`config.mk`:
```
export PLATFORM = sky130hd
export DESIGN_NAME = lcdhrm_core
export DESIGN_NICKNAME = d
export VERILOG_FILES = /design/src/common/lcdhrm_pkg.sv /design/src/hw/lcdhrm_ddram.sv /design/src/hw/lcdhrm_cgram.sv /design/src/hw/lcdhrm_core.sv
export VERILOG_INCLUDE_DIRS = /design/src /design/src/common
export SDC_FILE = /design/constraint.sdc
export NUM_CORES = 1
export LEC_CHECK = 0
export ABC_AREA = 1
export BUFFER_PORTS_ARGS = -buffer_cell sky130_fd_sc_hd__buf_2
export CAP_MARGIN = 10
export CELL_PAD_IN_SITES_DETAIL_PLACEMENT = 0
export CELL_PAD_IN_SITES_GLOBAL_PLACEMENT = 1
export CORE_MARGIN = 2
export CORE_UTILIZATION = 51
export DETAILED_ROUTE_END_ITERATION = 8
export GPL_ROUTABILITY_DRIVEN = 1
export HOLD_SLACK_MARGIN = 0.08
export PLACE_DENSITY = 0.95
export SLEW_MARGIN = 20
export SYNTH_ARGS = -nofsm -noshare
export SYNTH_HDL_FRONTEND = slang
export SYNTH_HIERARCHICAL = 1
export SYNTH_SLANG_ARGS = --single-unit
```
`constraint.sdc`:
```
create_clock -name clk -period 8.81 [get_ports clk]
set_clock_uncertainty 0.1 [all_clocks]
set_input_delay 0.881 -clock clk [delete_from_list [all_inputs] [get_ports clk]]
set_output_delay 0.881 -clock clk [all_outputs]
set_load 0.005 [all_outputs]
```
`src/common/lcdhrm_map.svh`:
```
// constants of the display host core: command fields, sizes, timing
// assumes a 20 MHz core clock
`ifndef LCDHRM_MAP_SVH
`define LCDHRM_MAP_SVH

`define LCDHRM_CLK_MHZ      20
`define LCDHRM_T_FAST_US    125
`define LCDHRM_T_SLOW_US    175
`define LCDHRM_CYC_FAST     (`LCDHRM_T_FAST_US * `LCDHRM_CLK_MHZ)
`define LCDHRM_CYC_SLOW     (`LCDHRM_T_SLOW_US * `LCDHRM_CLK_MHZ)

`define LCDHRM_LINE_LEN     4'hC
`define LCDHRM_LINE_LAST    4'hB
`define LCDHRM_DD_DEPTH     24
`define LCDHRM_CG_DEPTH     32
`define LCDHRM_ICON_BASE    5'h14
`define LCDHRM_ICON_WORDS   12
`define LCDHRM_CURSOR_ROW   3'h7
`define LCDHRM_RESET_AC     7'h00

// command class is given by the position of the leading one
`define LCDHRM_OP_DDADDR    7
`define LCDHRM_OP_CGADDR    6
`define LCDHRM_OP_SHIFT     4
`define LCDHRM_OP_DISPCTL   3
`define LCDHRM_OP_ENTRY     2
`define LCDHRM_OP_HOME      1
`define LCDHRM_SC_BIT       3
`define LCDHRM_RL_BIT       2

`endif

```
`src/common/lcdhrm_pkg.sv`:
```
// shared types of the display host core
// assumes nothing beyond a SystemVerilog compiler
package lcdhrm_pkg;
    typedef enum logic [2:0] {S_IDLE, S_WRITE, S_FETCH, S_LATCH, S_BUSY} lcdhrm_state_e;
    typedef logic [6:0] lcdhrm_addr_t;
endpackage

```
`src/hw/lcdhrm_ddram.sv`:
```
// display data memory, one host port and one refresh port
// assumes indices are computed by the core; out-of-range reads give zero
`timescale 1ns/1ps
`include "lcdhrm_map.svh"

module lcdhrm_ddram #(
    parameter int DEPTH = `LCDHRM_DD_DEPTH,
    parameter int WIDTH = 8
) (
    input  wire logic             clk,
    input  wire logic             hostWe,
    input  wire logic [4:0]       hostIdx,
    input  wire logic [WIDTH-1:0] hostWdata,
    output      logic [WIDTH-1:0] hostRd_ff,
    input  wire logic [4:0]       refIdx,
    output      logic [WIDTH-1:0] refRd_ff
);
    logic [WIDTH-1:0] mem [DEPTH];

    always_ff @(posedge clk) begin
        if (hostWe && hostIdx < DEPTH) begin
            mem[hostIdx] <= hostWdata;
        end
    end

    // separate ports: refresh never waits for or sees a half-done host access
    always_ff @(posedge clk) begin
        hostRd_ff <= (hostIdx < DEPTH) ? mem[hostIdx] : '0;
        refRd_ff  <= (refIdx < DEPTH) ? mem[refIdx] : '0;
    end
endmodule

```
`src/hw/lcdhrm_cgram.sv`:
```
// pattern memory with host port, refresh port and icon outputs
// assumes the core gates icon display; contents survive reset
`timescale 1ns/1ps
`include "lcdhrm_map.svh"

module lcdhrm_cgram #(
    parameter int DEPTH      = `LCDHRM_CG_DEPTH,
    parameter int WIDTH      = 5,
    parameter int ICON_BASE  = `LCDHRM_ICON_BASE,
    parameter int ICON_WORDS = `LCDHRM_ICON_WORDS
) (
    input  wire logic                        clk,
    input  wire logic                        reset,
    input  wire logic                        hostWe,
    input  wire logic [4:0]                  hostAddr,
    input  wire logic [WIDTH-1:0]            hostWdata,
    output      logic [WIDTH-1:0]            hostRd_ff,
    input  wire logic [4:0]                  refAddr,
    output      logic [WIDTH-1:0]            refRd_ff,
    input  wire logic                        iconShow,
    output      logic [ICON_WORDS*WIDTH-1:0] iconSeg_ff
);
    logic [WIDTH-1:0]            mem [DEPTH];
    logic [ICON_WORDS*WIDTH-1:0] iconNow;

    // no reset on the array: only software rewrites clear it
    always_ff @(posedge clk) begin
        if (hostWe) begin
            mem[hostAddr] <= hostWdata;
        end
    end

    always_ff @(posedge clk) begin
        hostRd_ff <= mem[hostAddr];
        refRd_ff  <= mem[refAddr];
    end

    // first icon word drives the top group of five segments
    genvar k;
    for (k = 0; k < ICON_WORDS; k++) begin : g_icon
        assign iconNow[(ICON_WORDS-1-k)*WIDTH +: WIDTH] = mem[ICON_BASE + k];
    end

    always_ff @(posedge clk) begin
        if (reset) begin
            iconSeg_ff <= '0;
        end else begin
            iconSeg_ff <= iconShow ? iconNow : '0;
        end
    end
endmodule

```
`src/hw/lcdhrm_core.sv`:
```
// host register and memory core of a 12x2 character display controller
// host pins arrive unsynchronised; refresh scan indices come from clk-domain driver timing
`timescale 1ns/1ps
`include "lcdhrm_map.svh"

module lcdhrm_core (
    input  wire logic        clk,
    input  wire logic        reset,
    input  wire logic        registerSelect,
    input  wire logic        readWrite,
    input  wire logic        enableStrobe,
    input  wire logic [7:0]  dataIn,
    output      logic [7:0]  dataOut,
    output      logic        dataOeN,
    output      logic        busyFlag,
    input  wire logic        refreshLine,
    input  wire logic [3:0]  refreshPos,
    input  wire logic [2:0]  refreshRow,
    output      logic [4:0]  refreshDots,
    output      logic [59:0] iconSegments
);
    localparam int PINS = 11;

    logic [PINS-1:0]            pinS1_ff, pinS2_ff, pinS3_ff, pinSt_ff;
    logic                       ePrev_ff;
    logic                       eSt, rsSt, rwSt;
    logic [7:0]                 busSt;
    logic                       eRise, eFall, idle;
    logic                       cmdTake, datWrTake, datRdTake, opTake;
    logic                       isDdAddr, isCgAddr, isShift, isDisp, isEntry, isHome;
    lcdhrm_pkg::lcdhrm_state_e  state_ff;
    lcdhrm_pkg::lcdhrm_addr_t   ac_ff;
    logic [7:0]                 dr_ff;
    logic [7:0]                 dataOut_ff;
    logic                       drive_ff;
    logic                       cgSel_ff, inc_ff, entryShift_ff, dispOn_ff, cursorOn_ff;
    logic [3:0]                 shift_ff;
    logic [11:0]                busyCnt_ff;
    logic [11:0]                opCycles;
    logic                       ddValid;
    logic [4:0]                 ddIdx;
    logic [7:0]                 ddHostRd, ddRefCode;
    logic [4:0]                 cgHostRd, cgRefRow;
    logic [7:0]                 latchData;
    logic [4:0]                 refSum;
    logic [3:0]                 refLow;
    logic [4:0]                 refIdx;
    logic                       curHit;
    logic [2:0]                 p1Row_ff;
    logic                       p1Cur_ff;
    logic                       p2Cur_ff, p2Cg_ff;
    logic [4:0]                 p2Rom_ff;
    logic [4:0]                 dots_ff;

    // next counter value: pattern space wraps in 32, each display line hops to the other
    function automatic lcdhrm_pkg::lcdhrm_addr_t stepAddr(
        input lcdhrm_pkg::lcdhrm_addr_t a,
        input logic                     up,
        input logic                     cg
    );
        if (cg) begin
            stepAddr = {2'h0, up ? a[4:0] + 5'h01 : a[4:0] - 5'h01};
        end else if (up) begin
            stepAddr = (a[3:0] >= `LCDHRM_LINE_LAST) ? {~a[6], 6'h00} : a + 7'h01;
        end else begin
            stepAddr = (a[3:0] == 4'h0 || a[3:0] > `LCDHRM_LINE_LAST) ?
                       {~a[6], 2'h0, `LCDHRM_LINE_LAST} : a - 7'h01;
        end
    endfunction

    // display window offset within a line, left moves the window forward
    function automatic logic [3:0] rotate(input logic [3:0] s, input logic left);
        if (left) begin
            rotate = (s == `LCDHRM_LINE_LAST) ? 4'h0 : s + 4'h1;
        end else begin
            rotate = (s == 4'h0) ? `LCDHRM_LINE_LAST : s - 4'h1;
        end
    endfunction

    // stand-in glyph table; the real glyphs are a mask choice
    function automatic logic [4:0] romRow(input logic [7:0] code, input logic [2:0] row);
        romRow = (row == `LCDHRM_CURSOR_ROW) ? 5'h00 : (code[4:0] ^ {code[7:5], row[1:0]});
    endfunction

    // pin synchronisers, a change counts once stages two and three agree
    always_ff @(posedge clk) begin
        if (reset) begin
            pinS1_ff <= '0;
            pinS2_ff <= '0;
            pinS3_ff <= '0;
            pinSt_ff <= '0;
            ePrev_ff <= 1'b0;
        end else begin
            pinS1_ff <= {enableStrobe, registerSelect, readWrite, dataIn};
            pinS2_ff <= pinS1_ff;
            pinS3_ff <= pinS2_ff;
            pinSt_ff <= (pinS3_ff & ~(pinS2_ff ^ pinS3_ff)) | (pinSt_ff & (pinS2_ff ^ pinS3_ff));
            ePrev_ff <= pinSt_ff[PINS-1];
        end
    end

    assign {eSt, rsSt, rwSt, busSt} = pinSt_ff;
    assign eRise = eSt & ~ePrev_ff;
    assign eFall = ~eSt & ePrev_ff;
    assign idle  = (state_ff == lcdhrm_pkg::S_IDLE);

    // host cycles end on the strobe's falling edge; nothing but status is taken while busy
    assign cmdTake   = eFall & ~rsSt & ~rwSt & idle & (busSt != 8'h00);
    assign datWrTake = eFall & rsSt & ~rwSt & idle;
    assign datRdTake = eFall & rsSt & rwSt & idle;
    assign opTake    = cmdTake | datWrTake | datRdTake;

    assign isDdAddr = (busSt >> `LCDHRM_OP_DDADDR) == 8'h01;
    assign isCgAddr = (busSt >> `LCDHRM_OP_CGADDR) == 8'h01;
    assign isShift  = (busSt >> `LCDHRM_OP_SHIFT) == 8'h01;
    assign isDisp   = (busSt >> `LCDHRM_OP_DISPCTL) == 8'h01;
    assign isEntry  = (busSt >> `LCDHRM_OP_ENTRY) == 8'h01;
    assign isHome   = (busSt >> `LCDHRM_OP_HOME) == 8'h01;

    always_comb begin
        opCycles = 12'(`LCDHRM_CYC_FAST);
        if (datRdTake || (cmdTake && isShift)) begin
            opCycles = 12'(`LCDHRM_CYC_SLOW);
        end
    end

    // busy lasts exactly the execution count from the cycle after the take
    always_ff @(posedge clk) begin
        if (reset) begin
            busyCnt_ff <= 12'h000;
        end else if (opTake) begin
            busyCnt_ff <= opCycles;
        end else if (busyCnt_ff != 12'h000) begin
            busyCnt_ff <= busyCnt_ff - 12'h001;
        end
    end

    always_ff @(posedge clk) begin
        if (reset) begin
            state_ff <= lcdhrm_pkg::S_IDLE;
        end else begin
            case (state_ff)
                lcdhrm_pkg::S_IDLE: begin
                    if (datWrTake) begin
                        state_ff <= lcdhrm_pkg::S_WRITE;
                    end else if (datRdTake || (cmdTake && (isDdAddr || isCgAddr))) begin
                        state_ff <= lcdhrm_pkg::S_FETCH;
                    end else if (cmdTake) begin
                        state_ff <= lcdhrm_pkg::S_BUSY;
                    end
                end
                lcdhrm_pkg::S_WRITE: state_ff <= lcdhrm_pkg::S_BUSY;
                lcdhrm_pkg::S_FETCH: state_ff <= lcdhrm_pkg::S_LATCH;
                lcdhrm_pkg::S_LATCH: state_ff <= lcdhrm_pkg::S_BUSY;
                lcdhrm_pkg::S_BUSY: begin
                    if (busyCnt_ff == 12'h001) begin
                        state_ff <= lcdhrm_pkg::S_IDLE;
                    end
                end
                default: state_ff <= lcdhrm_pkg::S_IDLE;
            endcase
        end
    end

    assign busyFlag = ~idle;

    always_ff @(posedge clk) begin
        if (reset) begin
            ac_ff <= `LCDHRM_RESET_AC;
        end else if (cmdTake && isDdAddr) begin
            ac_ff <= busSt[6:0];
        end else if (cmdTake && isCgAddr) begin
            ac_ff <= {2'h0, busSt[4:0]};
        end else if (cmdTake && isHome) begin
            ac_ff <= `LCDHRM_RESET_AC;
        end else if (cmdTake && isShift && !busSt[`LCDHRM_SC_BIT]) begin
            ac_ff <= stepAddr(ac_ff, busSt[`LCDHRM_RL_BIT], cgSel_ff);
        end else if (datRdTake || state_ff == lcdhrm_pkg::S_WRITE) begin
            ac_ff <= stepAddr(ac_ff, inc_ff, cgSel_ff);
        end
    end

    always_ff @(posedge clk) begin
        if (reset) begin
            cgSel_ff <= 1'b0;
        end else if (cmdTake && isDdAddr) begin
            cgSel_ff <= 1'b0;
        end else if (cmdTake && isCgAddr) begin
            cgSel_ff <= 1'b1;
        end
    end

    always_ff @(posedge clk) begin
        if (reset) begin
            inc_ff        <= 1'b1;
            entryShift_ff <= 1'b0;
            dispOn_ff     <= 1'b0;
            cursorOn_ff   <= 1'b0;
        end else if (cmdTake && isEntry) begin
            inc_ff        <= busSt[1];
            entryShift_ff <= busSt[0];
        end else if (cmdTake && isDisp) begin
            dispOn_ff     <= busSt[2];
            cursorOn_ff   <= busSt[1];
        end
    end

    always_ff @(posedge clk) begin
        if (reset) begin
            shift_ff <= 4'h0;
        end else if (cmdTake && isHome) begin
            shift_ff <= 4'h0;
        end else if (cmdTake && isShift && busSt[`LCDHRM_SC_BIT]) begin
            shift_ff <= rotate(shift_ff, ~busSt[`LCDHRM_RL_BIT]);
        end else if (state_ff == lcdhrm_pkg::S_WRITE && entryShift_ff && !cgSel_ff) begin
            shift_ff <= rotate(shift_ff, inc_ff);
        end
    end

    // data register: host byte in, RAM byte back after address set or read
    always_ff @(posedge clk) begin
        if (reset) begin
            dr_ff <= 8'h00;
        end else if (datWrTake) begin
            dr_ff <= busSt;
        end else if (state_ff == lcdhrm_pkg::S_LATCH) begin
            dr_ff <= latchData;
        end
    end

    // the command register is never placed on the bus, only status or data
    always_ff @(posedge clk) begin
        if (reset) begin
            drive_ff   <= 1'b0;
            dataOut_ff <= 8'h00;
        end else if (eRise && rwSt) begin
            drive_ff   <= 1'b1;
            dataOut_ff <= rsSt ? dr_ff : {busyFlag, ac_ff};
        end else if (eFall) begin
            drive_ff   <= 1'b0;
        end
    end

    assign dataOut = dataOut_ff;
    assign dataOeN = ~drive_ff;

    // host memory slot
    assign ddValid = (ac_ff[5:4] == 2'h0) && (ac_ff[3:0] <= `LCDHRM_LINE_LAST);
    assign ddIdx   = ac_ff[6] ? {1'b0, ac_ff[3:0]} + {1'b0, `LCDHRM_LINE_LEN} : {1'b0, ac_ff[3:0]};
    assign latchData = cgSel_ff ? {3'h0, cgHostRd} : (ddValid ? ddHostRd : 8'h00);

    lcdhrm_ddram #(
        .DEPTH (`LCDHRM_DD_DEPTH),
        .WIDTH (8)
    ) u_ddram (
        .clk       (clk),
        .hostWe    (state_ff == lcdhrm_pkg::S_WRITE && !cgSel_ff && ddValid),
        .hostIdx   (ddValid ? ddIdx : 5'h00),
        .hostWdata (dr_ff),
        .hostRd_ff (ddHostRd),
        .refIdx    (refIdx),
        .refRd_ff  (ddRefCode)
    );

    lcdhrm_cgram #(
        .DEPTH      (`LCDHRM_CG_DEPTH),
        .WIDTH      (5),
        .ICON_BASE  (`LCDHRM_ICON_BASE),
        .ICON_WORDS (`LCDHRM_ICON_WORDS)
    ) u_cgram (
        .clk        (clk),
        .reset      (reset),
        .hostWe     (state_ff == lcdhrm_pkg::S_WRITE && cgSel_ff),
        .hostAddr   (ac_ff[4:0]),
        .hostWdata  (dr_ff[4:0]),
        .hostRd_ff  (cgHostRd),
        .refAddr    ({ddRefCode[1:0], p1Row_ff}),
        .refRd_ff   (cgRefRow),
        .iconShow   (dispOn_ff),
        .iconSeg_ff (iconSegments)
    );

    // refresh slot: position plus window offset, wrapped within the line
    assign refSum = {1'b0, refreshPos} + {1'b0, shift_ff};
    assign refLow = (refSum >= {1'b0, `LCDHRM_LINE_LEN}) ? 4'(refSum - {1'b0, `LCDHRM_LINE_LEN}) : refSum[3:0];
    assign refIdx = refreshLine ? {1'b0, refLow} + {1'b0, `LCDHRM_LINE_LEN} : {1'b0, refLow};
    assign curHit = cursorOn_ff & ~cgSel_ff & (ac_ff == {refreshLine, 2'h0, refLow});

    always_ff @(posedge clk) begin
        if (reset) begin
            p1Row_ff <= 3'h0;
            p1Cur_ff <= 1'b0;
            p2Cur_ff <= 1'b0;
            p2Cg_ff  <= 1'b0;
            p2Rom_ff <= 5'h00;
            dots_ff  <= 5'h00;
        end else begin
            p1Row_ff <= refreshRow;
            p1Cur_ff <= curHit;
            p2Cur_ff <= p1Cur_ff & (p1Row_ff == `LCDHRM_CURSOR_ROW);
            p2Cg_ff  <= (ddRefCode[7:4] == 4'h0);
            p2Rom_ff <= romRow(ddRefCode, p1Row_ff);
            dots_ff  <= dispOn_ff ? ((p2Cg_ff ? cgRefRow : p2Rom_ff) | {5{p2Cur_ff}}) : 5'h00;
        end
    end

    assign refreshDots = dots_ff;
endmodule

```
## After elaboration in Yosys (flattened, before gate mapping)

Memories as Yosys holds them, arrays and structs flattened. A register that Yosys moved wholly into a read port is not among the register bits.
Cells that the tools add are included.

- Flip-flop bits (word level): 109
- RAM bits: 352
- Input bits: 21
- Output and inout bits: 75
- Logic and storage cells: 178
- Memories: 2

- $add $sub $neg: 11
- $lt $le $gt $ge: 6
- Equality and inequality tests: 15
- Muxes and demuxes: 43
- Bitwise logic cells: 33
- Reductions and logical operators: 45

Memory list:

| name | words | bits a word | rd ports | clocked after Yosys merged registers in | wr ports | line | source |
|---|---|---|---|---|---|---|---|
| u_ddram.mem | 24 | 8 | 2 | 2 | 1 | lcdhrm_ddram.sv:18 | `logic [WIDTH-1:0] mem [DEPTH];` |
| u_cgram.mem | 32 | 5 | 14 | 14 | 1 | lcdhrm_cgram.sv:23 | `logic [WIDTH-1:0] mem [DEPTH];` |

Operator list:

| kind | count |
|---|---|
| 7-bit two-way mux | 11 |
| 8-bit two-way mux | 5 |
| 5-bit two-way mux | 6 |
| 4-bit two-way mux | 7 |
| 12-bit two-way mux | 2 |
| 11-bit bitwise AND | 2 |
| 1-bit logical AND | 17 |
| 1-bit bitwise AND | 14 |
| 12-bit by 1-bit equality test with 1-bit output, second input constant | 1 |
| 4-bit logical NOT | 3 |
| 3-bit two-way mux | 4 |
| 3-bit one-hot mux with 4 select lines | 1 |
| 12-bit nonzero test | 1 |
| 12-bit by 1-bit subtractor with 12-bit output, second input constant | 1 |
| 11-bit two-way mux | 1 |
| 11-bit NOT | 1 |
| 11-bit OR | 1 |
| 11-bit XOR | 1 |
| 4-bit by 4-bit adder with 5-bit output, second input constant | 2 |
| 5-bit less-than comparator, second input constant | 2 |
| 1-bit NOT | 10 |
| 2-bit OR reduction | 5 |
| 2-bit nonzero test | 4 |
| 8-bit nonzero test | 1 |
| 34 further kinds | 50 |

## Logic depth before layout (Yosys ltp)

- Word-level depth: 12
- Depth in mapped cells: 21
- Gate-level depth less buffers: 20

## Hierarchy

The synthesis kept the hierarchy.

Modules (own cells, without submodules):

| module | instances | cells each | area an instance (um2) | seq. area each (um2) |
|---|---|---|---|---|
| lcdhrm_ddram | 1 | 1263 | 10448.8 | 6085.8 |
| lcdhrm_cgram | 1 | 1084 | 9714.3 | 6206.0 |
| lcdhrm_core | 1 | 748 | 5424.0 | 2182.1 |

## Least setup slack after synthesis

Ideal clock, no wire load.

- Path kind: input to register
- Start point: in refreshPos[0]
- End point: reg u_ddram.refRd_ff[1] (read register of u_ddram.mem)
- Library setup time: 113 ps
- Data arrival time: 3548 ps
- Required time: 8597 ps
- Slack: 5049 ps
- Stages on the path: 19
- Path buffers: 1
- Cells stage by stage: ha_1 > inv_1 > fa_1 > nor2_1 > nor2_1 > ha_1 > nor3b_1 > nor3_1 > nand2_1 > nand2_1 > nand2_1 > ha_1 > o21ai_0 > buf_1 > inv_1 > nand3_1 > nand2_1 > nand2_1 > nand2_1

- Longest elaborated chain between the ends: 7
- Elaborated cells between the ends (all ways): 8
- Classes of those cells: add/sub: 3; order compare: 2; mux: 2; reduce/logical: 1

RTL lines:

| element | line | source |
|---|---|---|
| start: declaration | lcdhrm_core.sv:17 | `input wire logic [3:0] refreshPos,` |
| 4-bit by 4-bit adder with 5-bit output (*) | lcdhrm_core.sv:284 | `assign refSum = {1'b0, refreshPos} + {1'b0, shift_ff};` |
| 4-bit subtractor / 5-bit by 4-bit greater-or-equal comparator with 1-bit output (equally long branches) | lcdhrm_core.sv:285 | `` assign refLow = (refSum >= {1'b0, `LCDHRM_LINE_LEN}) ? 4'(refSum - {1'b0, `LCDHRM_LINE_LEN}) : refSum[3:0]; `` |
| 4-bit two-way mux (*) | lcdhrm_core.sv:285 |  |
| 4-bit by 4-bit adder with 5-bit output | lcdhrm_core.sv:286 | `` assign refIdx = refreshLine ? {1'b0, refLow} + {1'b0, `LCDHRM_LINE_LEN} : {1'b0, refLow}; `` |
| 5-bit two-way mux (*) | lcdhrm_core.sv:286 |  |
| named net refIdx[3] | lcdhrm_core.sv:47 | `logic [4:0] refIdx;` |
| 5-bit less-than comparator | lcdhrm_ddram.sv:29 | `refRd_ff <= (refIdx < DEPTH) ? mem[refIdx] : '0;` |
| 1-bit logical NOT (no source line) | n/a |  |
| end: declaration | lcdhrm_ddram.sv:16 | `output logic [WIDTH-1:0] refRd_ff` |

Mark *: on every way through the listed nets, which the timed path passes. The rest lies on a longest branch.
A chain may end at the register's enable or synchronous reset.

## Worst setup path in the final report

- Start point: reg shift_ff[0]
- End point: reg u_ddram.refRd_ff[2] (read register of u_ddram.mem)

- Longest elaborated chain between the ends: 7
- Elaborated cells between the ends (all ways): 8
- Classes of those cells: add/sub: 3; order compare: 2; mux: 2; reduce/logical: 1

RTL lines:

| element | line | source |
|---|---|---|
| start: declaration | lcdhrm_core.sv:37 | `logic [3:0] shift_ff;` |
| start signal: assignment | lcdhrm_core.sv:214 | `` shift_ff <= rotate(shift_ff, ~busSt[`LCDHRM_RL_BIT]); `` |
| start signal: assignment | lcdhrm_core.sv:216 | `shift_ff <= rotate(shift_ff, inc_ff);` |
| 4-bit by 4-bit adder with 5-bit output (*) | lcdhrm_core.sv:284 |  |
| 4-bit subtractor / 5-bit by 4-bit greater-or-equal comparator with 1-bit output (equally long branches) | lcdhrm_core.sv:285 |  |
| 4-bit two-way mux (*) | lcdhrm_core.sv:285 |  |
| 4-bit by 4-bit adder with 5-bit output | lcdhrm_core.sv:286 |  |
| 5-bit two-way mux (*) | lcdhrm_core.sv:286 |  |
| named net refIdx[1] | lcdhrm_core.sv:47 |  |
| 5-bit less-than comparator | lcdhrm_ddram.sv:29 |  |
| 1-bit logical NOT (no source line) | n/a |  |

Marked as above.

==> impl_metrics.tcl <==
set metrics [dict create \
    status "completed" \
    layout_setup_ws_ps 3990 \
    grt_pass1_wl_um 114100 \
    use_met2_pct 46.22 \
    cts_hold_buf 0 \
    fin_nets 3180 \
    start_util_pct 51.31 \
    grt_max_degree 90 \
    avgSynthCellArea_um2 8.267 \
    finalSetupTns_ps 0 \
    ant_nets 0 \
    crit_slowest_cell "clkinv_2" \
    cts-root-buf "clkbuf_16" \
    ff2ff_path_depth 16 \
    worstMarginPinSlew_ps 1059 \
    busiest_layer "met2" \
    most-common-layout-cells "nand2_1 (1153), edfxtp_1 (352), nor2_1 (288), inv_1 (274), nand3_1 (269)" \
    die-area_um2 51980 \
    power.share.combinational_pct 6.7 \
    maxCapViolCount 0 \
    clock_latency_ps 630 \
    setup_viol 0 \
    drv_slew 0 \
    holdCritPathClass "reg2reg" \
    drt-initial-drc-count 2601 \
    p_leak_uw 0.01267 \
    slowest_delay_ps 740 \
    relSlewSlack_pct 28.84 \
    die_h_um 228.0 \
    met1_usage_pct 36.56 \
    synth_top_area_share_pct 41.31 \
    gp_congestion 0.9279 \
    grt-ovfl-total 0 \
    antenna_cells 0 \
    postCtsSetupBuffers 0 \
    cts_max_path_buffers 3 \
    track_usage_pct 27.96 \
    power_density_nw_per_um2 201.5 \
    die_w_um 228.0 \
    postLayoutCoreUtil_pct 57.38 \
    yosysTopAreaCell "edfxtp_1" \
    timing.final.crit_share_pct 54.72 \
    route.final.wire_length_um 73960 \
    netSwitchingFraction_pct 22.85 \
    ys_types 49 \
    multi_input_area_um2 9383 \
    syn2layout_area_growth_pct 11.82 \
    arrival_ps 5280 \
    endpoint_kind "register" \
    fillers 4400 \
    vias_per_cell 5.573 \
    internal-power_uw 4447 \
    grt_pass1_vias 20580 \
    async_reset_ff_share_pct 0 \
    placement_rows 82 \
    dp_hpwl_um 47750 \
    syn-num-nets 3134 \
    synth_edf_count 352 \
    power_switching_uw 1317 \
    fmax_mhz 207.5 \
    cts_buffers 57 \
    final-seq-area_um2 14480 \
    critPathMostFrequentCell "nand2_1" \
    cp.required_ps 9270 \
    clkPwrFrac_pct 45.1 \
    synth-seq-cells 547 \
    coreArea_um2 49860 \
    syn_inst 3095 \
    path_class "reg2reg" \
    drc_errors 0 \
    synth_top_flop_cell "edfxtp_1" \
    post_cts_resize_count 0 \
    synthTopCellsByArea "edfxtp_1 (41%), nand2_1 (17%), dfxtp_1 (15%), nand3_1 (5.3%), nor2_1 (4.3%)" \
    tritoncts "done" \
    drive_gt1_share_pct 9.154 \
    yosysWarningCount 6 \
    whs_ps 285.1 \
    clkSinkCount 547 \
    wire_per_inst_um 19.15 \
    final_common_cell "nand2_1" \
    drt_pre_antenna_iters 9 \
    synth-seq-area-share_pct 56.57 \
    ios 96 \
    ir_drop_mv 0.1784 \
    num_vias 21520 \
    hold_viol 0 \
    place_ws_ps 3090 \
    rsz0062_at_grt "no" \
    critical_path_peak_fanout 62 \
    clkTransAtPathRegs_ps 60 \
    holdPathStages 2 \
    path_cells "ha_4 > inv_1 > fa_1 > clkinv_2 > nor3b_1 > nor3_1 > nand2_1 > nand2_1 > nand2_1 > xor2_4 > inv_1 > nand3_1 > nand3_1 > nand2_1 > nand2_1 > nand2_1" \
    cts_max_level 2 \
    antenna_found_initial 0 \
    seq_power_share_pct 48.2 \
    startpoint_type "register" \
    synth_area_um2 25590 \
    min_period_ps 4820 \
    port_buffers 95 \
    use_met3_pct 4.363 \
]
per-layer routing:
layer  vias to the layer above  part of all wire (%)
met3                       195                   9.5
li1                      10110                     -
met5                         -                     0
met2                      1145                    47
met4                         0                   4.3
met1                     10070                    40
worst max-delay path, delay by kind of cell, from the launching register on:
family | cells | cell delay, ps
simple gates | 10 | 1450
buf+inv | 3 | 1390
fa+ha+maj | 2 | 740
xor+xnor | 1 | 620
flops | 1 | 440
cells by family after synthesis:
group	synth area share [%]
muxes	0.2200
and+or+nand+nor	29.08
buffers and inverters	6.993
AOI/OAI and AO/OA	5.516
xor gates and xnor gates	0.7188
adders and majority gates	0.9095
DFF	56.57
synth_stat cells, drive strengths merged (5+ instances only):
cell	instances
nand2	1164
edfxtp	352
nor2	299
inv	295
nand3	274
dfxtp	195
o21ai	133
buf	80
a21oi	74
clkbuf	58
nand4	43
nor3	23
ha	17
a211oi	16
a31oi	15
xor2	13
o211ai	8
xnor2	8
clkinv	6
mux2	5
sequential cells by signal (all words and copies together), names as in the netlist, 3 cells and up, named ones only:
signal / flops
u_ddram/refRd_ff: 8
u_ddram/hostRd_ff: 8
refreshDots: 5
ac_ff: 7
dataOut: 8
pinS2_ff: 11
p1Row_ff: 3
busyCnt_ff: 12
state_ff: 3
u_cgram/mem: 160
dr_ff: 8
u_cgram/iconSeg_ff: 60
shift_ff: 4
u_cgram/refRd_ff: 5
p2Rom_ff: 5
pinS1_ff: 11
u_cgram/hostRd_ff: 5
pinS3_ff: 11
u_ddram/mem: 192
stage by stage:
stage	cells	power [µW]	cell area, µm²
floorplan	3095	3104	25590
finish	3862	5764	28610
detailed placement	3754	3209	26530
global placement	3754	3197	26530
CTS	3862	5791	28600
global route	3862	5949	28610
layout make-up:
class                      instances  area share [%]
clock buffer                      77           5.711
clock inverter                    31           1.522
inverter                         301           3.971
multi-input combinational       2109           32.79
sequential                       547           50.61
tap                              672           2.939
timing repair buffer             125           2.449
power groups by stage:
stage               sequential (µW)  combinational [µW]  clock [µW]
floorplan                      2820                 287           0
global placement               2830                 367           0
detailed placement             2830                 377           0
CTS                            2780                 380        2630
global route                   2780                 433        2740
finish                         2780                 386        2600
worst paths after layout:
check,startpoint,endpoint,slack [ps]
hold / removal,pinS1_ff[2],pinS2_ff[2],290
hold reg to reg,pinS1_ff[2],pinS2_ff[2],290
setup / recovery,shift_ff[0],u_ddram/refRd_ff[2],3990
setup reg to reg,shift_ff[0],u_ddram/refRd_ff[2],3990
(Power assumes the default switching activity.)
